$ cat src/rcs_pkg.sv
/*
 package for the reset cause and sleep control block: register offsets,
 field positions, reset values, timing counts and carrier types.
 assumes nothing beyond a SystemVerilog compiler.
*/
`default_nettype none
package rcs_pkg;
   // register byte addresses on the avalon bus
   localparam logic [11:0] CAUSE_ADDR     = 12'h0ff0;
   localparam logic [11:0] PERIPH_ADDR    = 12'h0ff4;
   localparam logic [11:0] STATE_ADDR     = 12'h0ff8;
   // cause register field positions
   localparam int POWER_ON_BIT  = 7;
   localparam int RECOVERY_BIT  = 6;
   localparam int WATCHDOG_BIT  = 5;
   localparam int PIN_RESET_BIT = 4;
   localparam int LOW_SUPPLY_BIT = 0;
   // peripheral disable field positions
   localparam int AMP_OFF_BIT   = 7;
   localparam int SUPPLY_OFF_BIT = 4;
   localparam int TEMP_OFF_BIT  = 3;
   localparam int CMP0_OFF_BIT  = 1;
   localparam int CMP1_OFF_BIT  = 0;
   // reset values
   localparam logic [3:0] FLAGS_RESET  = 4'h8;
   localparam logic [7:0] PERIPH_RESET = 8'h80;
   // core held in reset for this many internal oscillator cycles
   localparam int WAKE_HOLD_CYCLES = 4;
   localparam int RESYNC_CYCLES    = 2;

   // reset and wake events presented in one bundle
   typedef struct packed {
      logic power_on;
      logic brownout_reset;
      logic pin_reset;
      logic watchdog_reset;
      logic debug_reset;
      logic debug_pin_low;
      logic wake_pin;
      logic wake_watchdog;
      logic wake_other;
   } event_type;

   // clock and function enables toward the rest of the chip
   typedef struct packed {
      logic primary_osc_en;
      logic internal_osc_en;
      logic internal_osc_sel;
      logic sys_clk_en;
      logic core_run;
      logic core_reset;
      logic crystal_release;
      logic watchdog_en;
      logic secondary_osc_en;
      logic stop_timer_en;
      logic brownout_en;
      logic low_supply_en;
      logic amp_en;
      logic cmp0_en;
      logic cmp1_en;
      logic temp_en;
      logic periph_idle;
   } power_ctl_type;

   typedef enum logic [4:0] {
      RUN_S    = 5'b0_0001,
      HALT_S   = 5'b0_0010,
      STOP_S   = 5'b0_0100,
      WAKE_S   = 5'b0_1000,
      RESYNC_S = 5'b1_0000
   } mode_type;
endpackage
`default_nettype wire

$ cat src/rcs_top.sv
/*
 reset cause register and stop / halt sequencing for an 8-bit core.
 assumes: avalon-mm slave on SYS_CLK; event inputs are one-cycle pulses
 from logic on SYS_CLK; supply and enable levels are asynchronous and
 are synchronised here.
*/
// Local design decision: the Avalon-MM slave port.
`timescale 1ns/100ps
`default_nettype none
//
// Behaviour
// - reading cause register clears top four flags
// - power-on flag set by power/brownout, cleared otherwise
// - recovery flag set by wake, cleared by power/watchdog
// - recovery plus watchdog means watchdog-caused wake
// - watchdog flag set on timeout, cleared by power/pin-wake
// - pin reset flag set by pin, cleared power/pin-wake
// - bit zero mirrors live low supply level
// - bits three to one read zero
// - each reset sets only its own flag
// - debug resets set only the power-on flag
// - pin wake sets recovery; watchdog wake sets both
// - cause register read-only at ff0, write-only twin
// - stop halts oscillators, clock, core, releases crystal
// - stop keeps watchdog, secondary oscillator, stop timers
// - stop keeps brownout, supply, amps only if enabled
// - stop is left only through wake recovery or a power/pin reset
// - halt stops core, clocks and peripherals keep running
// - halt ends on interrupt, watchdog, reset sources
// - each peripheral disableable in normal run; brownout and supply share one bit
// - wake holds core reset four oscillator cycles
// - after wake internal oscillator enabled and selected
module rcs_top
   import rcs_pkg::*;
#(
   parameter int ADDR_W = 12
) (
   // clock and reset
   input  wire logic               SYS_CLK,
   input  wire logic               RESET,
   // avalon-mm slave
   input  wire logic [ADDR_W-1:0]  ADDRESS,
   input  wire logic               READ,
   input  wire logic               WRITE,
   input  wire logic [31:0]        WRITEDATA,
   input  wire logic [3:0]         BYTEENABLE,
   output logic      [31:0]        READDATA,
   output logic                    WAITREQUEST,
   // core instructions and wake events
   input  wire logic               STOP_EXEC,
   input  wire logic               HALT_EXEC,
   input  wire logic               INTERRUPT,
   input  wire rcs_pkg::event_type EVENTS,
   // asynchronous levels
   input  wire logic               LOW_SUPPLY,
   input  wire logic               WATCHDOG_ENABLE,
   input  wire logic               SECONDARY_ENABLE,
   input  wire logic               TIMER_STOP_ENABLE,
   input  wire logic               BROWNOUT_STOP_OPTION,
   // controls toward the chip
   output rcs_pkg::power_ctl_type  POWER_CTL,
   output logic      [7:0]         PERIPH_OFF,
   output logic      [4:0]         MODE
);
   import rcs_pkg::*;

   // synchronisers for asynchronous levels, first stage read only by second
   logic [4:0] sync1_q;
   logic [4:0] sync2_q;
   always_ff @(posedge SYS_CLK) begin
      if (RESET) begin
         sync1_q <= 5'h00;
         sync2_q <= 5'h00;
      end else begin
         sync1_q <= {LOW_SUPPLY, WATCHDOG_ENABLE, SECONDARY_ENABLE,
                     TIMER_STOP_ENABLE, BROWNOUT_STOP_OPTION};
         sync2_q <= sync1_q;
      end
   end
   wire low_supply_s = sync2_q[4];
   wire wdog_en_s    = sync2_q[3];
   wire sec_en_s     = sync2_q[2];
   wire tmr_en_s     = sync2_q[1];
   wire bo_stop_s    = sync2_q[0];

   // mode sequencer state
   mode_type mode_q;
   mode_type mode_d;
   logic [2:0] hold_q;
   logic [2:0] hold_d;
   logic [3:0] flags_q;
   logic [3:0] flags_d;
   logic [7:0] periph_q;
   logic [7:0] periph_d;
   logic       osc_sel_q;
   logic       osc_sel_d;
   logic [31:0] rdata_q;
   logic        ack_q;

   // bus decode; one wait cycle then answer, registered data
   wire req       = READ | WRITE;
   wire sel_cause = (ADDRESS == CAUSE_ADDR);
   wire sel_per   = (ADDRESS == PERIPH_ADDR);
   wire sel_state = (ADDRESS == STATE_ADDR);
   wire take      = req & ~ack_q;
   wire rd_cause  = take & READ & sel_cause;
   // write-only twin at the cause address is accepted and discarded
   wire wr_per    = take & WRITE & sel_per & BYTEENABLE[0];
   assign WAITREQUEST = req & ~ack_q;

   // event decode
   wire ev_power  = EVENTS.power_on | EVENTS.brownout_reset |
                    EVENTS.debug_reset |
                    (EVENTS.debug_pin_low & (mode_q == STOP_S));
   wire ev_pin    = EVENTS.pin_reset;
   wire in_stop   = (mode_q == STOP_S);
   wire ev_wdog   = EVENTS.watchdog_reset & ~in_stop;
   wire wake_pin  = in_stop & EVENTS.wake_pin;
   wire wake_wdog = in_stop & EVENTS.wake_watchdog;
   wire wake_oth  = in_stop & EVENTS.wake_other;
   wire wake_any  = wake_pin | wake_wdog | wake_oth;
   wire any_reset = ev_power | ev_pin | ev_wdog;

   // flag next state: read clears first, events then override
   always_comb begin
      flags_d = flags_q;
      if (rd_cause) begin
         flags_d = 4'h0;
      end
      // set dominates clear-on-read
      if (ev_power) begin
         flags_d = 4'b1000;
      end else if (ev_pin) begin
         flags_d = 4'b0001;
      end else if (ev_wdog) begin
         flags_d = 4'b0010;
      end else if (wake_wdog) begin
         flags_d = 4'b0110;
      end else if (wake_pin) begin
         flags_d = 4'b0100;
      end else if (wake_oth) begin
         flags_d = {1'b0, 1'b1, flags_q[1:0] & {2{~rd_cause}}};
      end
   end

   // peripheral disables, byte-lane write
   always_comb begin
      periph_d = periph_q;
      if (wr_per) begin
         periph_d = WRITEDATA[7:0] & 8'h9b;
      end
   end

   // mode sequencing
   always_comb begin
      mode_d    = mode_q;
      hold_d    = hold_q;
      osc_sel_d = osc_sel_q;
      case (mode_q)
         RUN_S: begin
            if (STOP_EXEC) begin
               mode_d = STOP_S;
            end else if (HALT_EXEC) begin
               mode_d = HALT_S;
            end
         end
         HALT_S: begin
            if (INTERRUPT | EVENTS.watchdog_reset | EVENTS.wake_watchdog
                | any_reset) begin
               mode_d = RESYNC_S;
               hold_d = 3'(RESYNC_CYCLES);
            end
         end
         STOP_S: begin
            // only a wake or a true system reset leaves stop
            if (wake_any) begin
               mode_d    = WAKE_S;
               hold_d    = 3'(WAKE_HOLD_CYCLES);
               osc_sel_d = 1'b1;
            end
         end
         WAKE_S: begin
            hold_d = hold_q - 3'd1;
            if (hold_q == 3'd1) begin
               mode_d = RESYNC_S;
               hold_d = 3'(RESYNC_CYCLES);
            end
         end
         RESYNC_S: begin
            hold_d = hold_q - 3'd1;
            if (hold_q == 3'd1) begin
               mode_d = RUN_S;
            end
         end
         default: begin
            mode_d = RUN_S;
         end
      endcase
      if (any_reset) begin
         mode_d    = RESYNC_S;
         hold_d    = 3'(RESYNC_CYCLES);
         osc_sel_d = 1'b1;
      end
   end

   // state registers
   always_ff @(posedge SYS_CLK) begin
      if (RESET) begin
         mode_q    <= RUN_S;
         hold_q    <= 3'h0;
         flags_q   <= FLAGS_RESET;
         periph_q  <= PERIPH_RESET;
         osc_sel_q <= 1'b1;
      end else begin
         mode_q    <= mode_d;
         hold_q    <= hold_d;
         flags_q   <= flags_d;
         periph_q  <= periph_d;
         osc_sel_q <= osc_sel_d;
      end
   end

   // read mux; live supply bit, reserved zero
   wire [7:0] cause_val = {flags_q, 3'b000, low_supply_s};
   wire [31:0] rmux = sel_cause ? {24'h00_0000, cause_val} :
                      sel_per   ? {24'h00_0000, periph_q} :
                      sel_state ? {27'h000_0000, mode_q} : 32'h0000_0000;

   // bus answer registers
   always_ff @(posedge SYS_CLK) begin
      if (RESET) begin
         ack_q   <= 1'b0;
         rdata_q <= 32'h0000_0000;
      end else begin
         ack_q   <= take;
         rdata_q <= (take & READ) ? rmux : rdata_q;
      end
   end
   assign READDATA = rdata_q;

   // power control outputs
   wire stopped = in_stop | (mode_q == WAKE_S);
   wire run_en  = ~stopped;
   assign POWER_CTL.primary_osc_en   = run_en;
   assign POWER_CTL.internal_osc_en  = run_en | (mode_q == WAKE_S);
   assign POWER_CTL.internal_osc_sel = osc_sel_q;
   assign POWER_CTL.sys_clk_en       = run_en;
   assign POWER_CTL.core_run         = (mode_q == RUN_S);
   assign POWER_CTL.core_reset       = (mode_q == WAKE_S) |
                                       (mode_q == RESYNC_S);
   assign POWER_CTL.crystal_release  = in_stop;
   assign POWER_CTL.watchdog_en      = wdog_en_s;
   assign POWER_CTL.secondary_osc_en = sec_en_s;
   assign POWER_CTL.stop_timer_en    = in_stop & tmr_en_s & sec_en_s;
   assign POWER_CTL.brownout_en      = ~periph_q[SUPPLY_OFF_BIT] &
                                       (~stopped | bo_stop_s);
   assign POWER_CTL.low_supply_en    = ~periph_q[SUPPLY_OFF_BIT];
   assign POWER_CTL.amp_en           = ~periph_q[AMP_OFF_BIT];
   assign POWER_CTL.cmp0_en          = ~periph_q[CMP0_OFF_BIT];
   assign POWER_CTL.cmp1_en          = ~periph_q[CMP1_OFF_BIT];
   assign POWER_CTL.temp_en          = ~periph_q[TEMP_OFF_BIT] & run_en;
   assign POWER_CTL.periph_idle      = stopped;
   assign PERIPH_OFF = periph_q;
   assign MODE       = mode_q;
endmodule
`default_nettype wire

$ cat config.mk
export PLATFORM = sky130hd
export DESIGN_NAME = rcs_top
export DESIGN_NICKNAME = d
export VERILOG_FILES = /design/src/rcs_pkg.sv /design/src/rcs_top.sv
export SDC_FILE = /design/constraint.sdc
export NUM_CORES = 1
export LEC_CHECK = 0
export ABC_AREA = 1
export BUFFER_PORTS_ARGS = -buffer_cell sky130_fd_sc_hd__buf_4
export CORE_AREA = 2 2 74 76
export DETAILED_ROUTE_END_ITERATION = 12
export DIE_AREA = 0 0 76 78
export PLACE_DENSITY_LB_ADDON = 0.25
export SETUP_SLACK_MARGIN = 0.5
export SYNTH_ARGS = -nofsm -noshare
export SYNTH_HDL_FRONTEND = slang
export SYNTH_SLANG_ARGS = --single-unit
export TNS_END_PERCENT = 30
$ cat constraint.sdc
create_clock -name SYS_CLK -period 1.75 [get_ports SYS_CLK]
set_input_delay 0.0875 -clock SYS_CLK [delete_from_list [all_inputs] [get_ports SYS_CLK]]
set_output_delay 0.0875 -clock SYS_CLK [all_outputs]
set_load 0.01 [all_outputs]
# == Word-level counts from Yosys, hierarchy flattened ==
# Index checks and enable logic that the tools add are counted.
# totals
register_bits,60
input_bits,69
output_inout_bits,63
elab_cells,107
# op_classes
n_eq_ne,19
n_addsub,1
muxes,22
reduce_logical,13
n_bitwise,40
# ops
cell,n
two-way mux 5 bit,8
"== test 12 bit, second input constant",3
one-hot mux 5 bit (5 select lines),1
two-way mux 4 bit,6
two-way mux 8 bit,2
AND 1 bit,15
OR 1 bit,15
"!= test 3 bit, second input constant",4
one-hot mux 3 bit (4 select lines),1
AND reduction 5 bit,2
nonzero test 5 bit,2
two-way mux 3 bit,3
NOT 1 bit,9
nonzero test 4 bit,2
"!= test 2 bit, second input constant",3
AND reduction 3 bit,2
nonzero test 6 bit,1
"== test 5 x 1 -> 1 bit, second input constant",1
"== test 5 x 2 -> 1 bit, second input constant",1
"== test 5 x 3 -> 1 bit, second input constant",1
"== test 5 x 4 -> 1 bit, second input constant",1
"== test 5 bit, second input constant",1
"!= test 4 x 3 -> 1 bit, second input constant",1
OR reduction 2 bit,2
8 further kinds,8

# == Depth between registers and ports, before layout ==
# Gate-level depths: netlist of the first run.
# logic_depth
word_depth,11
depth_mapped,11

# == Worst setup path before layout of the first run ==
# Ideal clock, no wire load.
# synth_path
path_type,register to register
startpoint,"register mode_q[2], in the netlist MODE[2]"
endpoint,"register mode_q[2], in the netlist MODE[2]"
arrival_ns,1.333
path_slack_ns,0.304
stages_incl_launch_ff,12
n_path_buf,0
cell_sequence,dfxtp_1 inv_2 nor2_4 nand3_4 nand2_2 nand2_4 o21ai_4 nand2_4 nand2_1 nand2_1 nand2_1 nor2_1
# synth_between
elab_chain_len,8
# synth_lines
item,line,rtl
start: declaration,rcs_top.sv:87,mode_type mode_q;
start signal: assignment,rcs_top.sv:215,mode_q <= mode_d;
== test 5 x 3 -> 1 bit,"rcs_top.sv:114, rcs_top.sv:116, rcs_top.sv:159",
AND 1 bit,rcs_top.sv:114,(EVENTS.debug_pin_low & (mode_q == STOP_S));
OR 1 bit,rcs_top.sv:113,EVENTS.debug_reset |
OR 1 bit (2 in series),rcs_top.sv:122,wire any_reset = ev_power | ev_pin | ev_wdog;
OR 1 bit,rcs_top.sv:169,| any_reset) begin
!= test 2 bit (no line),n/a,
AND reduction 5 bit (no line),n/a,
# Several ways; a longest one is shown, not always the timed one.
# A chain may end at the register's enable or synchronous reset.

# == Worst setup path in the final report of the first run ==
# layout_path
startpoint,"register mode_q[0], in the netlist MODE[0]"
endpoint,"register mode_q[4], in the netlist MODE[4]"
# layout_between
elab_chain_len,8
# layout_lines
item,line
== test 5 x 3 -> 1 bit,"rcs_top.sv:114, rcs_top.sv:116, rcs_top.sv:159"
AND 1 bit,rcs_top.sv:114
OR 1 bit,rcs_top.sv:113
OR 1 bit (2 in series),rcs_top.sv:122
OR 1 bit,rcs_top.sv:169
!= test 3 bit (no line),n/a
AND reduction 5 bit (no line),n/a
# Several ways; a longest one is shown, not always the timed one.

==> results of run 1 <==
[power by group through the flow]
stage               clock network, uW  logic [uW]  registers (uW)
global placement                    0         251             868
finish                            596         279             845
detailed placement                  0         255             869
floorplan                           0         194             868
global route                      644         310             847
CTS                               617         267             848
[sequential cells by signal, indices dropped and copies added (netlist names)]
name and cells:
MODE 5, PERIPH_OFF 5, READDATA 8, ack_q 1, flags_q 4, hold_q 3, sync1_q 5, sync2_q 5
[final timing paths]
path / end / slack [ns] / from / depth (start not counted)
worst max-delay path: MODE[4] / 0.22 / MODE[0] / 10
worst min-delay path: sync1_q[1] / 0.008 / TIMER_STOP_ENABLE / 3
worst max register to register: MODE[4] / 0.22 / MODE[0] / 10
worst min register to register: sync2_q[4] / 0.41 / sync1_q[4] / 2
[worst register-to-register path, delay by kind of cell (launching register included)]
kind	cells	cell delay (ns)
AND/OR/NAND/NOR	8	0.96
buffers and inverters	2	0.11
flip-flops	1	0.37
[area by class of cell]
class                           count  area [um2]
Fill cell                         491        2085
Tap cell                           70       87.58
Clock buffer                        5       68.82
Clock inverter                      3       23.77
Sequential cell                    36       739.5
Multi-Input combinational cell    212        1137
Inverter                           50       192.7
Timing Repair Buffer               92       708.2
[Yosys cell counts, types with 2 or more instances]
library cell,number
a21oi_1,17
buf_4,34
clkbuf_1,2
clkinv_1,2
conb_1,2
dfxtp_1,36
ha_1,2
inv_1,44
inv_2,4
nand2_1,52
nand2_2,5
nand2_4,3
nand3_1,20
nand4_1,9
nor2_1,43
nor2_4,2
nor3_1,3
o211ai_1,4
o21ai_0,9
o21ai_1,2
[logic make-up after synthesis]
kind of cell    after synthesis  share of synthesized area, %
compound gates               37                         10.52
xor+xnor                      1                        0.4068
fa+ha+maj                     2                         1.162
buf+inv                      87                         21.15
flops                        36                         33.47
other cells                   2                        0.3488
simple gates                144                         32.95
[stage by stage]
stage	cell area [um2]	power (uW)	hold WS (ns)
after floorplan	2265	1062	0.1945
after global placement	2640	1119	0.2860
after detailed placement	2640	1124	0.2931
after CTS	2865	1732	0.005551
after global routing	2958	1801	0.01730
final	2958	1720	0.008061
[placed cells by master (no fill, tap or decap), drive strengths merged]
cell type and count:
a21oi 18, a22o 1, a31oi 1, and3 1
buf 88, clkbuf 5, clkinv 3, clkinvlp 2
conb 28, dfxtp 36, dlygate4sd3 4, ha 2
inv 48, nand2 60, nand3 21, nand4 11
nor2 47, nor3 4, o211ai 4, o21ai 13
xor2 1
[routing by layer]
layer  routed length [um]  part of all wire [%]  GRT usage (%)  vias up
met4                   44                  0.81          4.545        0
met3                  434                   8.0          4.884        5
li1                     -                     -              -     1093
met5                    0                     0              0        -
met1                 2250                    41          21.39      946
met2                 2707                    50          31.25       94
[timing repair]
action,in CTS,in global routing
hold buffers,4,0
buffers inserted,7,7
endpoints found under the hold margin,4,0
pin swaps,4,10
resized for setup,12,13
setup endpoints to repair,23,26
==> metrics.yaml, run 1 <==
clock_tree:
  cts_root_buf: "clkbuf_8"
  clk_latency_ns: 0.29
  clkTransAtPathRegs_ns: 0.08
  cts_tree: "built"
  clockBufferDepth: 2
  cts_max_level: 2
  numCtsBuffers: 5
  cts_sinks: 36
synth:
  synthesis.area_um2: 2153
  synth_top_area_cell: "dfxtp_1"
  synth_top_cell_area_share_pct: 33.47
  synth_cell_types: 34
  ys_seq_area_share_pct: 33.47
  synthArstFlopShare_pct: 0
  synth.area.top_cells: "dfxtp_1 (33%), buf_4 (12%), nand2_1 (9.1%)"
  avgSynthCellArea_um2: 6.969
  synth-warning-count: 0
  ys_ff_latch: 36
  ys.flop_type: "dfxtp_1"
  synth_edf_count: 0
  syn_inst: 309
sta:
  period_share_pct: 87.57
  setup_violations: 0
  max_freq_mhz: 652.5
  period_needed_ns: 1.532
  hold_violations: 0
  finalMaxSlewViolations: 0
  rsz0062_at_grt: "yes"
  fin_skew_ns: 0.003386
  setup_tns_ns: 0
  setup_ws_ns: 0.2175
power_and_ir_drop:
  leakagePower_uw: 0.001448
  p_int_uw: 1238
  pwr-share-seq_pct: 49.1
  pwr-share-comb_pct: 16.2
  irDropWorstVdd_mv: 0.4358
  swShare_pct: 28.03
  clock_power_share_pct: 34.7
  p_sw_uw: 482.1
  p_per_area_nw_per_um2: 581.5
die:
  die_w_um: 76
  die_h_um: 78
  pin_count: 132
  initial_core_util_pct: 42.70
  dieArea_um2: 5928
  core-area_um2: 5042
  row_count: 26
setup_path:
  cpPeakStageDelay_ns: 0.37
  path_delay_family: "simple AND/OR/NAND/NOR gates"
  critPathSlowestCell: "dfxtp_4"
  arrival_ns: 1.72
  cp.required_ns: 1.94
  crit_buf_inv: 2
  worstSetupPathType: "flop to flop"
  path_max_fanout: 5
  cp-end-kind: "flop"
  crit_path_cell_trace: "nor2_4, nand2_4, nor2_8, nand4_4, nand2_4, inv_2, nand3_2, nand3_1, nand2_1, inv_1"
  startpoint_type: "flop"
  crit_top_cell: "nand2_4"
route:
  routed_wl_um: 5437
  drt_iter0_markers: 129
  ant_nets: 0
  vias: 2138
  viasPerCell: 4.568
  wl_per_cell_um: 11.62
  drt-pass1-iter-count: 6
  drc_errors: 0
run:
  drv_cap: 0
placement:
  port_buffers: 73
  hpwl_um: 3951
  place_ws_ns: 0.2568
  place_inst: 442
  gp_congestion: 0.8915
global_routing:
  antenna_found_initial: 0
  grt_pass1_wl_um: 8466
  global_route.usage.total_pct: 17.73
  grt_overflow_total: 0
  grt_max_degree: 22
  grt_pass1_vias: 1917
final_layout:
  drive_above_1_share_pct: 33.92
  antenna_cells: 0
  layout.nets: 468
  final_core_util_pct: 58.66
  syn_to_final_growth_pct: 37.36
  final_cells: 468
status:
  status: "finished, final reports clean"
min_path:
  hold_path_class: "input port to flop"
Note: power is estimated with default switching activity, not from simulation.
==> run 2, diff against run 1 <==
RECOVER_POWER = 25   (was not set)
==> metrics.yaml, run 2 (same netlist as run 1, synthesis figures left out) <==
route:
  drt-pass1-iter-count: 5
  ant_nets: 0
  drt_iter0_markers: 121
  drc_errors: 0
  wl_per_cell_um: 11.59
  vias: 2127
  viasPerCell: 4.545
  routed_wl_um: 5422
global_routing:
  grt_pass1_vias: 1917
  global_route.usage.total_pct: 17.73
  grt_overflow_total: 0
  antenna_found_initial: 0
  grt_pass1_wl_um: 8466
  grt_max_degree: 22
placement:
  gp_congestion: 0.8915
  hpwl_um: 3951
  port_buffers: 73
final_layout:
  most-common-layout-cells: "buf_4 (78), nand2_1 (50), inv_1 (41), nor2_1 (39), dfxtp_1 (31)"
  layout.nets: 468
  drive_above_1_share_pct: 31.91
  largest_reg_flops: 8
  syn_to_final_growth_pct: 35.97
  final_common_cell: "buf_4"
  antenna_cells: 0
sta:
  relSlewSlack_pct: 35.80
  max_freq_mhz: 648.8
  worst_pin_slew_ns: 0.9630
  fin_skew_ns: 0.003344
  holdWs_ns: 0.01020
  period_share_pct: 88.07
  period_needed_ns: 1.541
  setup_violations: 0
  finalMaxSlewViolations: 0
  setup_tns_ns: 0
  hold_violations: 0
  rsz0062_at_grt: "yes"
die:
  core-area_um2: 5042
  dieArea_um2: 5928
  die_w_um: 76
  row_count: 26
  initial_core_util_pct: 42.70
  die_h_um: 78
  pin_count: 132
min_path:
  hold_path_class: "input port to flop"
setup_path:
  cp-end-kind: "flop"
  cpPeakStageDelay_ns: 0.37
  path_delay_family: "simple AND/OR/NAND/NOR gates"
  crit_top_cell: "nand2_4"
  crit_path_cell_trace: "nor2_4, nand2_4, nor2_8, nand4_4, nand2_4, inv_2, nand3_2, nand3_1, nand2_1, inv_1"
  worstSetupPathType: "flop to flop"
  cp.required_ns: 1.93
  path_max_fanout: 5
  arrival_ns: 1.72
  crit_buf_inv: 2
  critPathSlowestCell: "dfxtp_4"
  startpoint_type: "flop"
status:
  status: "finished, final reports clean"
power_and_ir_drop:
  irDropWorstVdd_mv: 0.4370
  leakagePower_uw: 0.001415
  p_per_area_nw_per_um2: 585.6
clock_tree:
  cts_max_level: 2
  clk_latency_ns: 0.28
  cts_tree: "built"
  clockBufferDepth: 2
  numCtsBuffers: 5
  cts_root_buf: "clkbuf_8"
  cts_sinks: 36
  clkTransAtPathRegs_ns: 0.08
run:
  drv_cap: 0
==> run 2: cell types whose count changed in the layout (fill, tap and decap cells not counted), sizes merged <==
cell    previous run  this run
clkbuf             5        13
buf               88        80
==> run 2: through the flow <==
stage	cell area (um2)	cells	total power (uW)	util (%)	worst slack, ns
3_3_place_gp	2640	442	1119	52.36	0.2525
6_report	2928	468	1715	58.06	0.2087
3_5_place_dp	2640	442	1124	52.36	0.2568
5_1_grt	2928	468	1797	58.06	0.1186
4_1_cts	2865	461	1732	56.82	0.2519
2_1_floorplan	2265	335	1062	-	0.3983
==> run 2: repair_timing <==
| action | 4_1_cts | 5_1_grt |
|---|---|---|
| pin swaps | 4 | 10 |
| setup endpoints to repair | 23 | 26 |
| hold buffers | 4 | 0 |
| hold endpoints to repair | 4 | 0 |
| setup buffers | 7 | 7 |
| gates resized for setup | 12 | 13 |
==> run 2: power breakdown <==
group / total (uW) / leakage (uW) / switching [uW] / internal [uW]
Sequential: 845 / 0.000297 / 11.8 / 833
Clock: 594 / 0.0000404 / 313 / 282
Combinational: 275 / 0.00108 / 156 / 120
Total: 1710 / 0.00142 / 480 / 1230
==> run 2: path summary, 6_finish.rpt <==
kind | startpoint | endpoint | slack (ns) | cells after the start
worst min register to register | sync1_q[4] | sync2_q[4] | 0.41 | 2
worst max register to register | MODE[0] | MODE[4] | 0.21 | 10
worst min-delay path | TIMER_STOP_ENABLE | sync1_q[1] | 0.01 | 3
worst max-delay path | MODE[0] | MODE[4] | 0.21 | 10
==> run 2: area by class of cell <==
type / count / area, um2
inverters: 50 / 192.7
fillers: 491 / 2115
well taps: 70 / 87.58
multi-input cells: 212 / 1137
repair buffers: 92 / 678.2
clock inverters: 3 / 23.77
flip-flops and latches: 36 / 739.5
clock buffers: 5 / 68.82
==> run 2: worst register-to-register path: stages (launching register included) <==
cell	delay, ns
dfxtp_4	0.37
nor2_4	0.20
nand2_4	0.11
nor2_8	0.16
nand4_4	0.13
nand2_4	0.15
inv_2	0.06
nand3_2	0.06
nand3_1	0.08
nand2_1	0.07
inv_1	0.05
==> run 2: per-layer routing <==
layer  share of wire [%]  wire (um)  vias up  GRT usage (%)
li1                    -          -     1089              -
met1                  41       2240      939          21.39
met2                  50       2718       97          31.25
met3                 8.2        446        2          4.884
met4                0.31         17        0          4.545
met5                   0          0        -              0
